===== src/rtl/timer_pkg.sv =====
// constants, register map and types of the multimode timer channel
package timer_pkg;
  localparam int          CLK_PERIOD_NS   = 4;
  localparam int          ADDR_W          = 4;
  localparam int          DATA_W          = 16;
  localparam int          PRESCALE_W      = 8;
  localparam logic [3:0]  REG_CTRL        = 4'h0;
  localparam logic [3:0]  REG_COUNT       = 4'h4;
  localparam logic [3:0]  REG_IRQ         = 4'h8;
  localparam logic [3:0]  REG_PRESCALE    = 4'hC;
  localparam int          CTRL_START_BIT  = 0;
  localparam int          CTRL_MODE_LSB   = 1;
  localparam int          CTRL_UP_BIT     = 3;
  localparam int          CTRL_FREE_BIT   = 4;
  localparam int          CTRL_TRIG_BIT   = 5;
  localparam int          CTRL_EDGE_BIT   = 6;
  localparam int          IRQ_FLAG_BIT    = 0;
  localparam int          IRQ_PIN_BIT     = 1;
  localparam logic [15:0] COUNT_RESET     = 16'h0000;
  localparam logic [15:0] RELOAD_RESET    = 16'h0000;
  localparam logic [15:0] COUNT_ALL_ONES  = 16'hFFFF;
  localparam logic [15:0] COUNT_ZERO      = 16'h0000;
  localparam logic [7:0]  PRESCALE_RESET  = 8'h00;

  typedef enum logic [1:0] {
    mode_timer,
    mode_event,
    mode_oneshot,
    mode_pwm
  } mode_type;

  typedef enum logic [1:0] {
    st_idle,
    st_wait,
    st_high,
    st_low
  } run_type;
endpackage : timer_pkg


===== src/rtl/tick_link.sv =====
// carrier between the channel core and its tick and edge generator
interface tick_link;
  import timer_pkg::*;
  logic [PRESCALE_W-1:0] prescale;
  logic                  edge_sel;
  logic                  tick;
  logic                  pin_edge;
  modport gen  (input prescale, input edge_sel, output tick, output pin_edge);
  modport user (output prescale, output edge_sel, input tick, input pin_edge);
endinterface : tick_link


===== src/rtl/tick_gen.sv =====
// count clock divider and event pin edge detector
module tick_gen
  import timer_pkg::*;
(
  input  wire logic core_clk_i,
  input  wire logic rst_i,
  input  wire logic event_pin_i,
  tick_link.gen     lnk
);
  logic [PRESCALE_W-1:0] div;
  logic                  pin_prev;

  // one-cycle enable every prescale+1 clocks
  always_ff @(posedge core_clk_i or posedge rst_i) begin
    if (rst_i) begin
      div <= PRESCALE_RESET;
    end else if (div >= lnk.prescale) begin
      div <= PRESCALE_RESET;
    end else begin
      div <= div + 8'h01;
    end
  end

  always_ff @(posedge core_clk_i or posedge rst_i) begin
    if (rst_i) begin
      pin_prev <= 1'b0;
    end else begin
      pin_prev <= event_pin_i;
    end
  end

  assign lnk.tick     = (div >= lnk.prescale);
  assign lnk.pin_edge = lnk.edge_sel ? (pin_prev & ~event_pin_i) : (~pin_prev & event_pin_i);
endmodule : tick_gen


===== src/rtl/multimode_timer_counter.sv =====
// sixteen-bit multimode timer channel with register port and pulse output
module multimode_timer_counter
  import timer_pkg::*;
(
  input  wire logic              core_clk_i,
  input  wire logic              rst_i,
  input  wire logic [ADDR_W-1:0] addr_i,
  input  wire logic [DATA_W-1:0] wdata_i,
  input  wire logic              wr_i,
  input  wire logic              rd_i,
  output logic      [DATA_W-1:0] rdata_o,
  input  wire logic              timer_event_input_pin_i,
  output logic                   timer_pulse_output_pin_o,
  output logic                   irq_request_o
);
  tick_link lnk ();

  logic                  start;
  mode_type              mode;
  logic                  count_up;
  logic                  free_run;
  logic                  trig_en;
  logic                  edge_sel;
  logic [PRESCALE_W-1:0] prescale;
  logic [15:0]           count;
  logic [15:0]           reload;
  run_type               state;
  logic                  irq;
  logic                  pin;

  logic     wr_ctrl;
  logic     wr_count;
  logic     wr_irq;
  logic     wr_pre;
  logic     rd_count;
  mode_type new_mode;
  logic     new_start;
  logic     stop_req;
  logic     os_stop;
  logic     pwm_stop;
  logic     mode_enter;
  logic     trigger;
  logic     cnt_en;
  logic     up_dir;
  logic     at_end;
  logic     underflow;
  logic     overflow;
  logic     wrap_tev;
  logic     irq_set;

  tick_gen u_tick (
    .core_clk_i  (core_clk_i),
    .rst_i       (rst_i),
    .event_pin_i (timer_event_input_pin_i),
    .lnk         (lnk)
  );

  assign lnk.prescale = prescale;
  assign lnk.edge_sel = edge_sel;

  // bus decode
  assign wr_ctrl   = wr_i && (addr_i == REG_CTRL);
  assign wr_count  = wr_i && (addr_i == REG_COUNT);
  assign wr_irq    = wr_i && (addr_i == REG_IRQ);
  assign wr_pre    = wr_i && (addr_i == REG_PRESCALE);
  assign rd_count  = rd_i && (addr_i == REG_COUNT);
  assign new_mode  = mode_type'(wdata_i[CTRL_MODE_LSB +: 2]);
  assign new_start = wdata_i[CTRL_START_BIT];

  // stop and mode-change events
  assign stop_req   = wr_ctrl && start && !new_start;
  assign os_stop    = stop_req && (mode == mode_oneshot) && (state == st_high);
  assign pwm_stop   = stop_req && (mode == mode_pwm);
  assign mode_enter = wr_ctrl && ((mode == mode_timer) || (mode == mode_event)) &&
                      ((new_mode == mode_oneshot) || (new_mode == mode_pwm));

  // counting conditions
  assign trigger = trig_en ? lnk.pin_edge : 1'b1;
  assign up_dir  = (mode == mode_event) && count_up;
  always_comb begin
    cnt_en = 1'b0;
    if (start) begin
      case (mode)
        mode_timer:   cnt_en = lnk.tick;
        mode_event:   cnt_en = lnk.pin_edge;
        mode_oneshot: cnt_en = lnk.tick && (state == st_high);
        mode_pwm:     cnt_en = lnk.tick && ((state == st_high) || (state == st_low));
        default:      cnt_en = 1'b0;
      endcase
    end
  end
  assign at_end    = up_dir ? (count == COUNT_ALL_ONES) : (count == COUNT_ZERO);
  assign underflow = cnt_en && !up_dir && (count == COUNT_ZERO);
  assign overflow  = cnt_en && up_dir && (count == COUNT_ALL_ONES);
  assign wrap_tev  = (underflow || overflow) && ((mode == mode_timer) || (mode == mode_event));

  // control register
  always_ff @(posedge core_clk_i or posedge rst_i) begin
    if (rst_i) begin
      start    <= 1'b0;
      mode     <= mode_timer;
      count_up <= 1'b0;
      free_run <= 1'b0;
      trig_en  <= 1'b0;
      edge_sel <= 1'b0;
    end else if (wr_ctrl) begin
      start    <= new_start;
      mode     <= new_mode;
      count_up <= wdata_i[CTRL_UP_BIT];
      free_run <= wdata_i[CTRL_FREE_BIT];
      trig_en  <= wdata_i[CTRL_TRIG_BIT];
      edge_sel <= wdata_i[CTRL_EDGE_BIT];
    end
  end

  always_ff @(posedge core_clk_i or posedge rst_i) begin
    if (rst_i) begin
      prescale <= PRESCALE_RESET;
    end else if (wr_pre) begin
      prescale <= wdata_i[PRESCALE_W-1:0];
    end
  end

  always_ff @(posedge core_clk_i or posedge rst_i) begin
    if (rst_i) begin
      reload <= RELOAD_RESET;
    end else if (wr_count) begin
      reload <= wdata_i;
    end
  end

  // one-shot and pwm sequencing
  always_ff @(posedge core_clk_i or posedge rst_i) begin
    if (rst_i) begin
      state <= st_idle;
    end else if (wr_ctrl) begin
      state <= (new_start && (new_mode == mode_oneshot || new_mode == mode_pwm)) &&
               (state != st_idle) && (new_mode == mode) ? state :
               (new_start ? st_wait : st_idle);
    end else begin
      case (state)
        st_idle: state <= st_idle;
        st_wait: begin
          if (trigger && (mode == mode_oneshot || mode == mode_pwm)) begin
            state <= st_high;
          end
        end
        st_high: begin
          if (underflow) begin
            state <= (mode == mode_pwm) ? st_low : st_wait;
          end
        end
        st_low: begin
          if (underflow) begin
            state <= st_high;
          end
        end
        default: state <= st_idle;
      endcase
    end
  end

  // counter
  always_ff @(posedge core_clk_i or posedge rst_i) begin
    if (rst_i) begin
      count <= COUNT_RESET;
    end else if (wr_count && !start) begin
      count <= wdata_i;
    end else if (os_stop) begin
      count <= reload;
    end else if (state == st_wait && trigger && mode == mode_pwm && !wr_ctrl) begin
      count <= reload;
    end else if (cnt_en) begin
      if (at_end && !(free_run && mode == mode_event)) begin
        if (mode == mode_pwm && state == st_high) begin
          count <= ~reload;
        end else begin
          count <= reload;
        end
      end else if (up_dir) begin
        count <= count + 16'h0001;
      end else begin
        count <= count - 16'h0001;
      end
    end
  end

  // pulse output pin
  always_ff @(posedge core_clk_i or posedge rst_i) begin
    if (rst_i) begin
      pin <= 1'b0;
    end else if (os_stop || pwm_stop) begin
      pin <= 1'b0;
    end else if (wr_ctrl) begin
      pin <= pin && new_start && (new_mode == mode);
    end else if (state == st_wait && trigger && (mode == mode_oneshot || mode == mode_pwm)) begin
      pin <= 1'b1;
    end else if (underflow && state == st_high) begin
      pin <= 1'b0;
    end else if (underflow && state == st_low) begin
      pin <= 1'b1;
    end
  end

  // interrupt request flag, a hardware set beats a software clear
  assign irq_set = os_stop ||
                   (pwm_stop && pin) ||
                   mode_enter ||
                   (underflow || overflow) && !wr_ctrl &&
                   (mode != mode_pwm || state == st_high);

  always_ff @(posedge core_clk_i or posedge rst_i) begin
    if (rst_i) begin
      irq <= 1'b0;
    end else if (irq_set) begin
      irq <= 1'b1;
    end else if (wr_irq) begin
      irq <= wdata_i[IRQ_FLAG_BIT];
    end
  end

  // read port, data one cycle after the strobe
  always_ff @(posedge core_clk_i or posedge rst_i) begin
    if (rst_i) begin
      rdata_o <= COUNT_ZERO;
    end else if (rd_i) begin
      case (addr_i)
        REG_CTRL:     rdata_o <= {9'h000, edge_sel, trig_en, free_run, count_up, mode, start};
        REG_COUNT: begin
          if (wrap_tev) begin
            rdata_o <= underflow ? COUNT_ALL_ONES : COUNT_ZERO;
          end else begin
            rdata_o <= count;
          end
        end
        REG_IRQ:      rdata_o <= {14'h0000, pin, irq};
        REG_PRESCALE: rdata_o <= {8'h00, prescale};
        default:      rdata_o <= COUNT_ZERO;
      endcase
    end else begin
      rdata_o <= COUNT_ZERO;
    end
  end

  assign timer_pulse_output_pin_o = pin;
  assign irq_request_o            = irq;
endmodule : multimode_timer_counter


===== config.mk =====
export PLATFORM = sky130hd
export DESIGN_NAME = multimode_timer_counter
export DESIGN_NICKNAME = d
export VERILOG_FILES = /design/src/rtl/timer_pkg.sv /design/src/rtl/tick_link.sv /design/src/rtl/tick_gen.sv /design/src/rtl/multimode_timer_counter.sv
export SDC_FILE = /design/constraint.sdc
export NUM_CORES = 1
export LEC_CHECK = 0
export BUFFER_PORTS_ARGS = -buffer_cell sky130_fd_sc_hd__buf_2
export CAP_MARGIN = 20
export CORE_ASPECT_RATIO = 0.6
export CORE_MARGIN = 2
export CORE_UTILIZATION = 58
export DETAILED_ROUTE_END_ITERATION = 10
export PLACE_DENSITY_LB_ADDON = 0.3
export SLEW_MARGIN = 20
export SYNTH_ARGS = -nofsm -noshare
export SYNTH_HDL_FRONTEND = slang
export SYNTH_HIERARCHICAL = 1
export SYNTH_SLANG_ARGS = --single-unit

===== constraint.sdc =====
create_clock -name core_clk_i -period 3.3 [get_ports core_clk_i]
set_clock_uncertainty 0.1 [all_clocks]
set_input_delay 0.66 -clock core_clk_i [delete_from_list [all_inputs] [get_ports core_clk_i]]
set_output_delay 0.66 -clock core_clk_i [all_outputs]
set_load 0.1 [all_outputs]

==> flow_summary.toml, run 1 <==
[status]
status = "finished clean"

[clocking]
cts_buffer_depth = 2
insertion_delay_ns = 0.34
cts.sinks = 76
ctsResizeCount = 0
clockRootBuffer = "clkbuf_16"
holdBufCountCts = 0
cts_max_level = 3
cts_tree = "done"
tritoncts.num_buffers = 9
post_cts_buffers = 0
clkSlewWorstSetupHoldPaths_ns = 0.06

[global_route]
grt_overflow = 0
antenna_found_initial = 0
use_met1_pct = 43.7
use_met2_pct = 45.1
grt_pass1_vias = 4067
gr-max-usage-layer = "met2"
use_met3_pct = 15.9
grt_pass1_wl_um = 21300
grt_max_degree = 68
grt_use_total_pct = 31.6

[place]
io_buffer_count = 42
dp_hpwl_um = 10300
placed_area_mm2 = 0.00518
place_inst = 637
place_congestion = 0.968

[floorplanning]
dieArea_mm2 = 0.00903
die_h_um = 74.4
start_util_pct = 60.3
io_pins = 43
die_w_um = 121
rows = 25
coreArea_mm2 = 0.00795

[drt]
ant_nets = 0
drt_iter0_drc = 467
routed_wl_um = 13600
avgViaCountPerCell = 6.63
routedWlPerCell_um = 20.9
firstDrtPassIters = 6
vias = 4327
drc = 0

[synth]
synth_area_per_cell_um2 = 9.86
synthArstFlopShare_pct = 100
synth_ff_type = "dfrtp_1"
synthesis.nets = 535
synth_edf_count = 0
synth_area_leaders = "dfrtp_1 (40%), mux2_2 (7.8%), ha_1 (6.0%)"
yosysWarningCount = 6
synth_cell_types = 74
yosysTopAreaCellShare_pct = 39.7
ys_ff_latch = 76
syn_area_mm2 = 0.00479
synth_seq_area_share_pct = 39.7
synth_top_cell_by_area = "dfrtp_1"
synth_cells = 486

[run]
maxCapViolations = 0

[timing]
rsz0062_at_grt = "false"
slew_headroom_pct = 43.7
fmax_mhz = 325
hold_viol = 0
finalMaxSlewViolations = 0
worst_pin_slew_ns = 0.845
tns_ns = 0
setup_viol = 0
finalCritPeriodShare_pct = 93.3
fin_crit_ns = 3.08

[critical_path]
end_kind = "flop"
r2r_setup_slack_ns = 0.22
r2r.worst_path.cells = 12
r2r_end = "state[1]"
cp-endpoint = "state[1]"
start_kind = "flop"
arrival_ns = 3.20
required_ns = 3.42
crit_start = "lnk.prescale[6]"
critPathKind = "reg2reg"
timing.rr.start = "lnk.prescale[6]"
path_max_fanout = 10

[pwr]
p_per_area_mw_per_mm2 = 867
pwr-share-seq_pct = 32.4
switchingPower_uw = 2050
pwr-share-clk_pct = 22.1
switching_share_pct = 42.7
p_int_uw = 2740
comb_power_share_pct = 45.5
p_leak_uw = 0.00246
peakVddDrop_uv = 396

[cells_and_area]
finalNetCount = 589
areaGrowthSynthToFinish_pct = 15.3
instances_no_fill = 653
layout-drive-gt1-share_pct = 24.6
mostFrequentLayoutCell = "dfrtp_1"
finalInstanceArea_mm2 = 0.00553
nFillCells = 613
antennaDiodeCount = 0
layout_common_cells = "dfrtp_1 (76), buf_2 (42), nand2_1 (40)"

[min_path]
min_path_type = "in2async"
==> metrics by stage <==
stage          hold slack (ns)  power [µW]  setup WS, ns  utilization, %
3_5_place_dp             0.401        3620         0.120            65.2
3_3_place_gp             0.359        3520         0.274            65.2
4_1_cts                  0.201        4710        0.0489            69.3
6_report                 0.196        4790         0.221            69.5
5_1_grt                  0.223        5050        0.0371            69.5
2_1_floorplan            0.346        3000         0.535               -
==> logic make-up after synthesis <==
| family | count (synthesis) | synth area share, % |
|---|---|---|
| AND/OR/NAND/NOR | 150 | 16.5 |
| AO/OA/AOI/OAI | 147 | 22.0 |
| flip-flops | 76 | 39.7 |
| multiplexers | 41 | 9.42 |
| buffers and inverters | 30 | 2.61 |
| adder cells (fa/ha/maj) | 24 | 6.42 |
| XOR/XNOR | 18 | 3.29 |
==> metal layers <==
layer	part of all wire, %	vias to the layer above
li1	-	1932
met1	43	2091
met2	40	273
met3	16	31
met4	1.6	0
met5	0	-
==> cell usage after synthesis, types with 9 or more instances <==
cell      n
inv_1    15
xnor2_1  10
nand3_1  15
o21ai_0  35
dfrtp_1  76
ha_1     23
mux2_2   33
o21a_1   12
nor2_1   37
a21oi_1  20
nand2_1  40
a31oi_1  13
nor3_1    9
==> final cells by class <==
type                            count  area [µm²]  share of cell area (%)
Multi-Input combinational cell    380        2780                    50.4
Sequential cell                    76        1900                    34.4
Timing Repair Buffer               56         315                    5.71
Clock buffer                       10         239                    4.33
Tap cell                          108         135                    2.45
Clock inverter                      6        86.3                    1.56
Inverter                           17        63.8                    1.15
==> worst min path at each step <==
stage | cells past startpoint | slack [ns] | startpoint | end
detailed placement | 1 | 0.40 | u_tick/div[0] | u_tick/div[0]
global route | 2 | 0.22 | rst_i | u_tick/div[0]
floorplan | 1 | 0.35 | u_tick/div[0] | u_tick/div[0]
CTS | 2 | 0.20 | rst_i | u_tick/div[0]
finish | 2 | 0.20 | rst_i | u_tick/div[4]
global placement | 1 | 0.36 | u_tick/div[0] | u_tick/div[0]
==> registers in the layout, summed over array words and instances, names as in the netlist <==
name and flops:
count 16, rdata_o 16, reload 16, lnk.prescale 8, u_tick/div 8, mode 2
state 2, count_up 1, edge_sel 1, free_run 1, irq_request_o 1, start 1
timer_pulse_output_pin_o 1, trig_en 1, u_tick/pin_prev 1
==> critical path, cell delays in order, from the launching register on <==
cell and delay [ns]:
dfrtp_1 0.38, inv_1 0.07, ha_1 0.30, and3_1 0.21, o211ai_1 0.14, o21ai_4 0.30, mux2i_1 0.20, o32ai_4 0.26
buf_4 0.21, nand2_1 0.09, nor3_2 0.26, a31oi_1 0.14, or2_2 0.31
==> power by group through the flow <==
stage	Combinational, µW	Sequential [µW]	Clock, µW
global route	2360	1570	1120
global placement	2000	1520	0
detailed placement	2090	1530	0
CTS	2110	1530	1070
floorplan	1500	1500	0
finish	2180	1550	1060
Note: power is estimated with default switching activity, not from simulation.
==> run 2: changes to the inputs <==
- MAX_ROUTING_LAYER: not set -> met4
==> run 2 against run 1 <==
- power about the same
- die area unchanged
- first-iteration DRC count grew 9.0%
- non-clock buffer count unchanged
- count of clock-buffer cells in the layout stayed put
- via count up 0.58%
- worst setup slack lost 0.044 ns
- clock power is essentially flat
- critical path depth is the same
- critical endpoint unchanged
- highest routed layer unchanged
==> flow_summary.toml, run 2 (synthesis gave the netlist of run 1 again) <==
[critical_path]
required_ns = 3.42
r2r.worst_path.cells = 12
crit_start = "lnk.prescale[6]"
path_max_fanout = 10
critPathKind = "reg2reg"
timing.rr.start = "lnk.prescale[6]"
r2r_setup_slack_ns = 0.18
start_kind = "flop"
arrival_ns = 3.25
end_kind = "flop"
r2r_end = "state[1]"
cp-endpoint = "state[1]"

[drt]
wl_met3_um = 2140
routed.top_layer = "met4"
drt_iter0_drc = 509
ant_nets = 0
routed_wl_um = 13700
drc = 0
avgViaCountPerCell = 6.66
dr_wl_met2_um = 5420
drt-met1-wl_um = 5850
routedWlPerCell_um = 20.9
vias = 4352
firstDrtPassIters = 9

[timing]
setup_ws_ns = 0.177
tns_ns = 0
fin_crit_ns = 3.12
setup_viol = 0
rsz0062_at_grt = "false"
finalCritPeriodShare_pct = 94.6
finalMaxSlewViolations = 0
worst_pin_slew_ns = 0.833
fmax_mhz = 320
slew_headroom_pct = 44.4
hold_viol = 0

[global_route]
grt_use_total_pct = 32.7
antenna_found_initial = 0
grt_max_degree = 68
grt_pass1_wl_um = 21400
grt_overflow = 0
grt_pass1_vias = 4057

[clocking]
cts_buffer_depth = 2
insertion_delay_ns = 0.34
cts_max_level = 3
clockRootBuffer = "clkbuf_16"
cts_tree = "done"
clkSlewWorstSetupHoldPaths_ns = 0.06
post_cts_buffers = 0
cts.sinks = 76
tritoncts.num_buffers = 9

[floorplanning]
coreArea_mm2 = 0.00795
die_h_um = 74.4
rows = 25
die_w_um = 121
start_util_pct = 60.3
dieArea_mm2 = 0.00903
io_pins = 43

[cells_and_area]
finalNetCount = 589
areaGrowthSynthToFinish_pct = 15.3
layout-drive-gt1-share_pct = 24.6
reg_top3 = "count: 16 flops, rdata_o: 16 flops, reload: 16 flops"
antennaDiodeCount = 0
layout_common_cells = "dfrtp_1 (76), buf_2 (42), nand2_1 (40)"
mostFrequentLayoutCell = "dfrtp_1"

[place]
dp_hpwl_um = 10300
place_congestion = 0.986
io_buffer_count = 42
pre_cts_ws_ns = 0.120

[run]
maxCapViolations = 0

[pwr]
p_per_area_mw_per_mm2 = 868
peakVddDrop_uv = 395
p_leak_uw = 0.00246

[status]
status = "finished clean"

[min_path]
min_path_type = "in2async"
[run 2: cell counts in the layout (fill, tap and decap cells not counted)]
Identical to the previous run, type by type.
[run 2: worst min-delay path by stage]
stage | startpoint | end | slack (ns) | depth (start not counted)
floorplan | u_tick/div[0] | u_tick/div[0] | 0.35 | 1
global placement | u_tick/div[0] | u_tick/div[0] | 0.36 | 1
detailed placement | u_tick/div[0] | u_tick/div[0] | 0.40 | 1
CTS | rst_i | u_tick/div[0] | 0.20 | 2
global route | rst_i | u_tick/div[0] | 0.22 | 2
finish | rst_i | u_tick/div[4] | 0.20 | 2
[run 2: stage by stage]
| stage | cells | hold WS, ns | utilization [%] | power, µW | area (µm²) |
|---|---|---|---|---|---|
| 2_1_floorplan | 486 | 0.346 | - | 3000 | 4790 |
| 3_3_place_gp | 637 | 0.359 | 65.2 | 3520 | 5180 |
| 3_5_place_dp | 637 | 0.401 | 65.2 | 3620 | 5180 |
| 4_1_cts | 653 | 0.201 | 69.3 | 4710 | 5510 |
| 5_1_grt | 653 | 0.222 | 69.5 | 5050 | 5530 |
| 6_report | 653 | 0.200 | 69.5 | 4790 | 5530 |
[run 2: timing repair]
action                                  CTS  global route
endpoints found under the setup margin    0            13
gates resized for setup                   0             5
hold buffers                              0             0
[run 2: power by group]
group | switching, µW | leakage [µW] | internal [µW]
Combinational | 1290 | 0.00136 | 884
Clock | 377 | 0.000159 | 682
Sequential | 380 | 0.000942 | 1180
Total | 2050 | 0.00246 | 2740
[run 2: final cells by class]
cell class / instances / area, µm²
Tap cell: 108 / 135
Clock buffer: 10 / 239
Clock inverter: 6 / 86.3
Fill cell: 613 / 2420
Sequential cell: 76 / 1900
Inverter: 17 / 63.8
Timing Repair Buffer: 56 / 315
Multi-Input combinational cell: 380 / 2780
[run 2: metal layers]
metal	global-route usage, %	up-vias
met2	45.1	274
met5	-	-
met4	6.13	0
met1	43.9	2102
met3	16.1	42
li1	-	1934
[run 2: worst max-delay path, cell delays in order, from the launching register on]
cell	delay, ns
dfrtp_1	0.39
inv_1	0.07
ha_1	0.30
and3_1	0.21
o211ai_1	0.14
o21ai_4	0.30
mux2i_1	0.19
o32ai_4	0.27
buf_4	0.22
nand2_1	0.09
nor3_2	0.27
a31oi_1	0.14
or2_2	0.31
==> run 3: changes to the inputs <==
- CAP_MARGIN: 20 -> not set
- SETUP_SLACK_MARGIN: not set -> 0.3
- TNS_END_PERCENT: not set -> 100
==> run 3 against run 2 <==
- sequential power barely moved
- hold slack got worse by 0.0013 ns
- non-clock buffer count rose by 8
- cell count rose by 1.2%
- flip-flop and latch count did not move
- die area did not move
- critical path depth did not move
- critical path type unchanged
- critical endpoint unchanged
- largest cell class unchanged
- highest routed layer unchanged
==> flow_summary.toml, run 3 (synthesis gave the netlist of run 1 again) <==
[global_route]
grt_use_total_pct = 32.8
grt_max_degree = 68
grt_pass1_vias = 4062
grt_pass1_wl_um = 21300
antenna_found_initial = 0
grt_overflow = 0

[cells_and_area]
nFillCells = 585
finalNetCount = 597
antennaDiodeCount = 0
layout-drive-gt1-share_pct = 27.3
layout_common_cells = "dfrtp_1 (76), buf_2 (42), nand2_1 (40)"
mostFrequentLayoutCell = "dfrtp_1"
final_util_pct = 71.1
reg_top3 = "count: 16 flops, rdata_o: 16 flops, reload: 16 flops"
areaGrowthSynthToFinish_pct = 17.8

[drt]
routed_wl_um = 13800
drc = 0
ant_nets = 0
firstDrtPassIters = 6
routedWlPerCell_um = 20.9
drt_iter0_drc = 449
vias = 4357
avgViaCountPerCell = 6.59

[critical_path]
start_kind = "flop"
critPathKind = "reg2reg"
crit_start = "lnk.prescale[7]"
arrival_ns = 3.04
end_kind = "flop"
timing.rr.start = "lnk.prescale[7]"
required_ns = 3.42
path_max_fanout = 5

[timing]
slew_headroom_pct = 44.6
rsz0062_at_grt = "true"
fmax_mhz = 342
tns_ns = 0
worst_pin_slew_ns = 0.831
fin_crit_ns = 2.92
finalCritPeriodShare_pct = 88.5
setup_viol = 0
hold_viol = 0
finalMaxSlewViolations = 0

[place]
place_congestion = 0.986
io_buffer_count = 42
dp_hpwl_um = 10300

[clocking]
cts.sinks = 76
clockRootBuffer = "clkbuf_16"
cts_buffer_depth = 2
tritoncts.num_buffers = 9
clkSlewWorstSetupHoldPaths_ns = 0.06
cts_tree = "done"
cts_max_level = 3
insertion_delay_ns = 0.34
holdBufCountCts = 0

[pwr]
peakVddDrop_uv = 395
finalPower_uw = 4880
p_leak_uw = 0.00252
p_per_area_mw_per_mm2 = 864

[floorplanning]
start_util_pct = 60.3
rows = 25
die_w_um = 121
die_h_um = 74.4
coreArea_mm2 = 0.00795
io_pins = 43
dieArea_mm2 = 0.00903

[status]
status = "finished clean"

[run]
maxCapViolations = 0

[min_path]
min_path_type = "in2async"
## run 3: layout make-up
| class | count | area (µm²) | area share [%] |
|---|---|---|---|
| Multi-Input combinational cell | 380 | 2840 | 50.3 |
| Sequential cell | 76 | 1900 | 33.7 |
| Timing Repair Buffer | 64 | 379 | 6.71 |
| Clock buffer | 10 | 239 | 4.23 |
| Tap cell | 108 | 135 | 2.39 |
| Clock inverter | 6 | 86.3 | 1.53 |
| Inverter | 17 | 63.8 | 1.13 |
## run 3: repair_timing
action                                  in CTS  in global routing
pin swaps                                    0                  6
buffers inserted                             0                  8
endpoints found under the setup margin      15                 30
endpoints found under the hold margin        0                  0
resized for setup                            6                 11
## run 3: per-stage QoR
step           cells  area, µm²  setup WS (ns)  hold slack (ns)
2_1_floorplan    486       4790          0.535            0.346
3_3_place_gp     637       5180          0.274            0.359
3_5_place_dp     637       5180          0.120            0.401
4_1_cts          653       5530          0.269            0.201
5_1_grt          661       5650          0.259            0.222
6_report         661       5650          0.378            0.198
## run 3: per-layer routing
metal / GRT usage (%) / up-vias / part of all wire, %
li1: - / 1955 / -
met1: 43.7 / 2075 / 41
met2: 45.3 / 292 / 40
met3: 16.2 / 35 / 17
met4: 6.13 / 0 / 1.9
met5: - / - / 0
## run 3: worst paths after layout
| path | end | slack, ns | depth (start not counted) |
|---|---|---|---|
| max | state[1] | 0.38 | 12 |
| min | u_tick/div[4] | 0.20 | 2 |
| max reg2reg | state[1] | 0.38 | 12 |
| min reg2reg | u_tick/div[0] | 0.41 | 1 |
| max in group asynchronous | rdata_o[11] | 2.07 | 3 |
| min in group core_clk_i | u_tick/pin_prev | 0.36 | 1 |
## run 3: critical path: stages (launching register included)
cell and delay (ns):
dfrtp_1 0.38, inv_1 0.06, ha_1 0.32, and3_4 0.20
o211ai_1 0.13, o21ai_4 0.26, mux2i_4 0.11, o32ai_4 0.31
buf_6 0.15, nand2_1 0.09, nor3_4 0.26, a31oi_1 0.13
or2_2 0.31
## run 3: power breakdown
part           total [µW]  leakage (µW)  internal, µW  switching (µW)
clock network        1060      0.000159           682             377
logic                2260       0.00142           934            1330
registers            1560      0.000942          1180             379
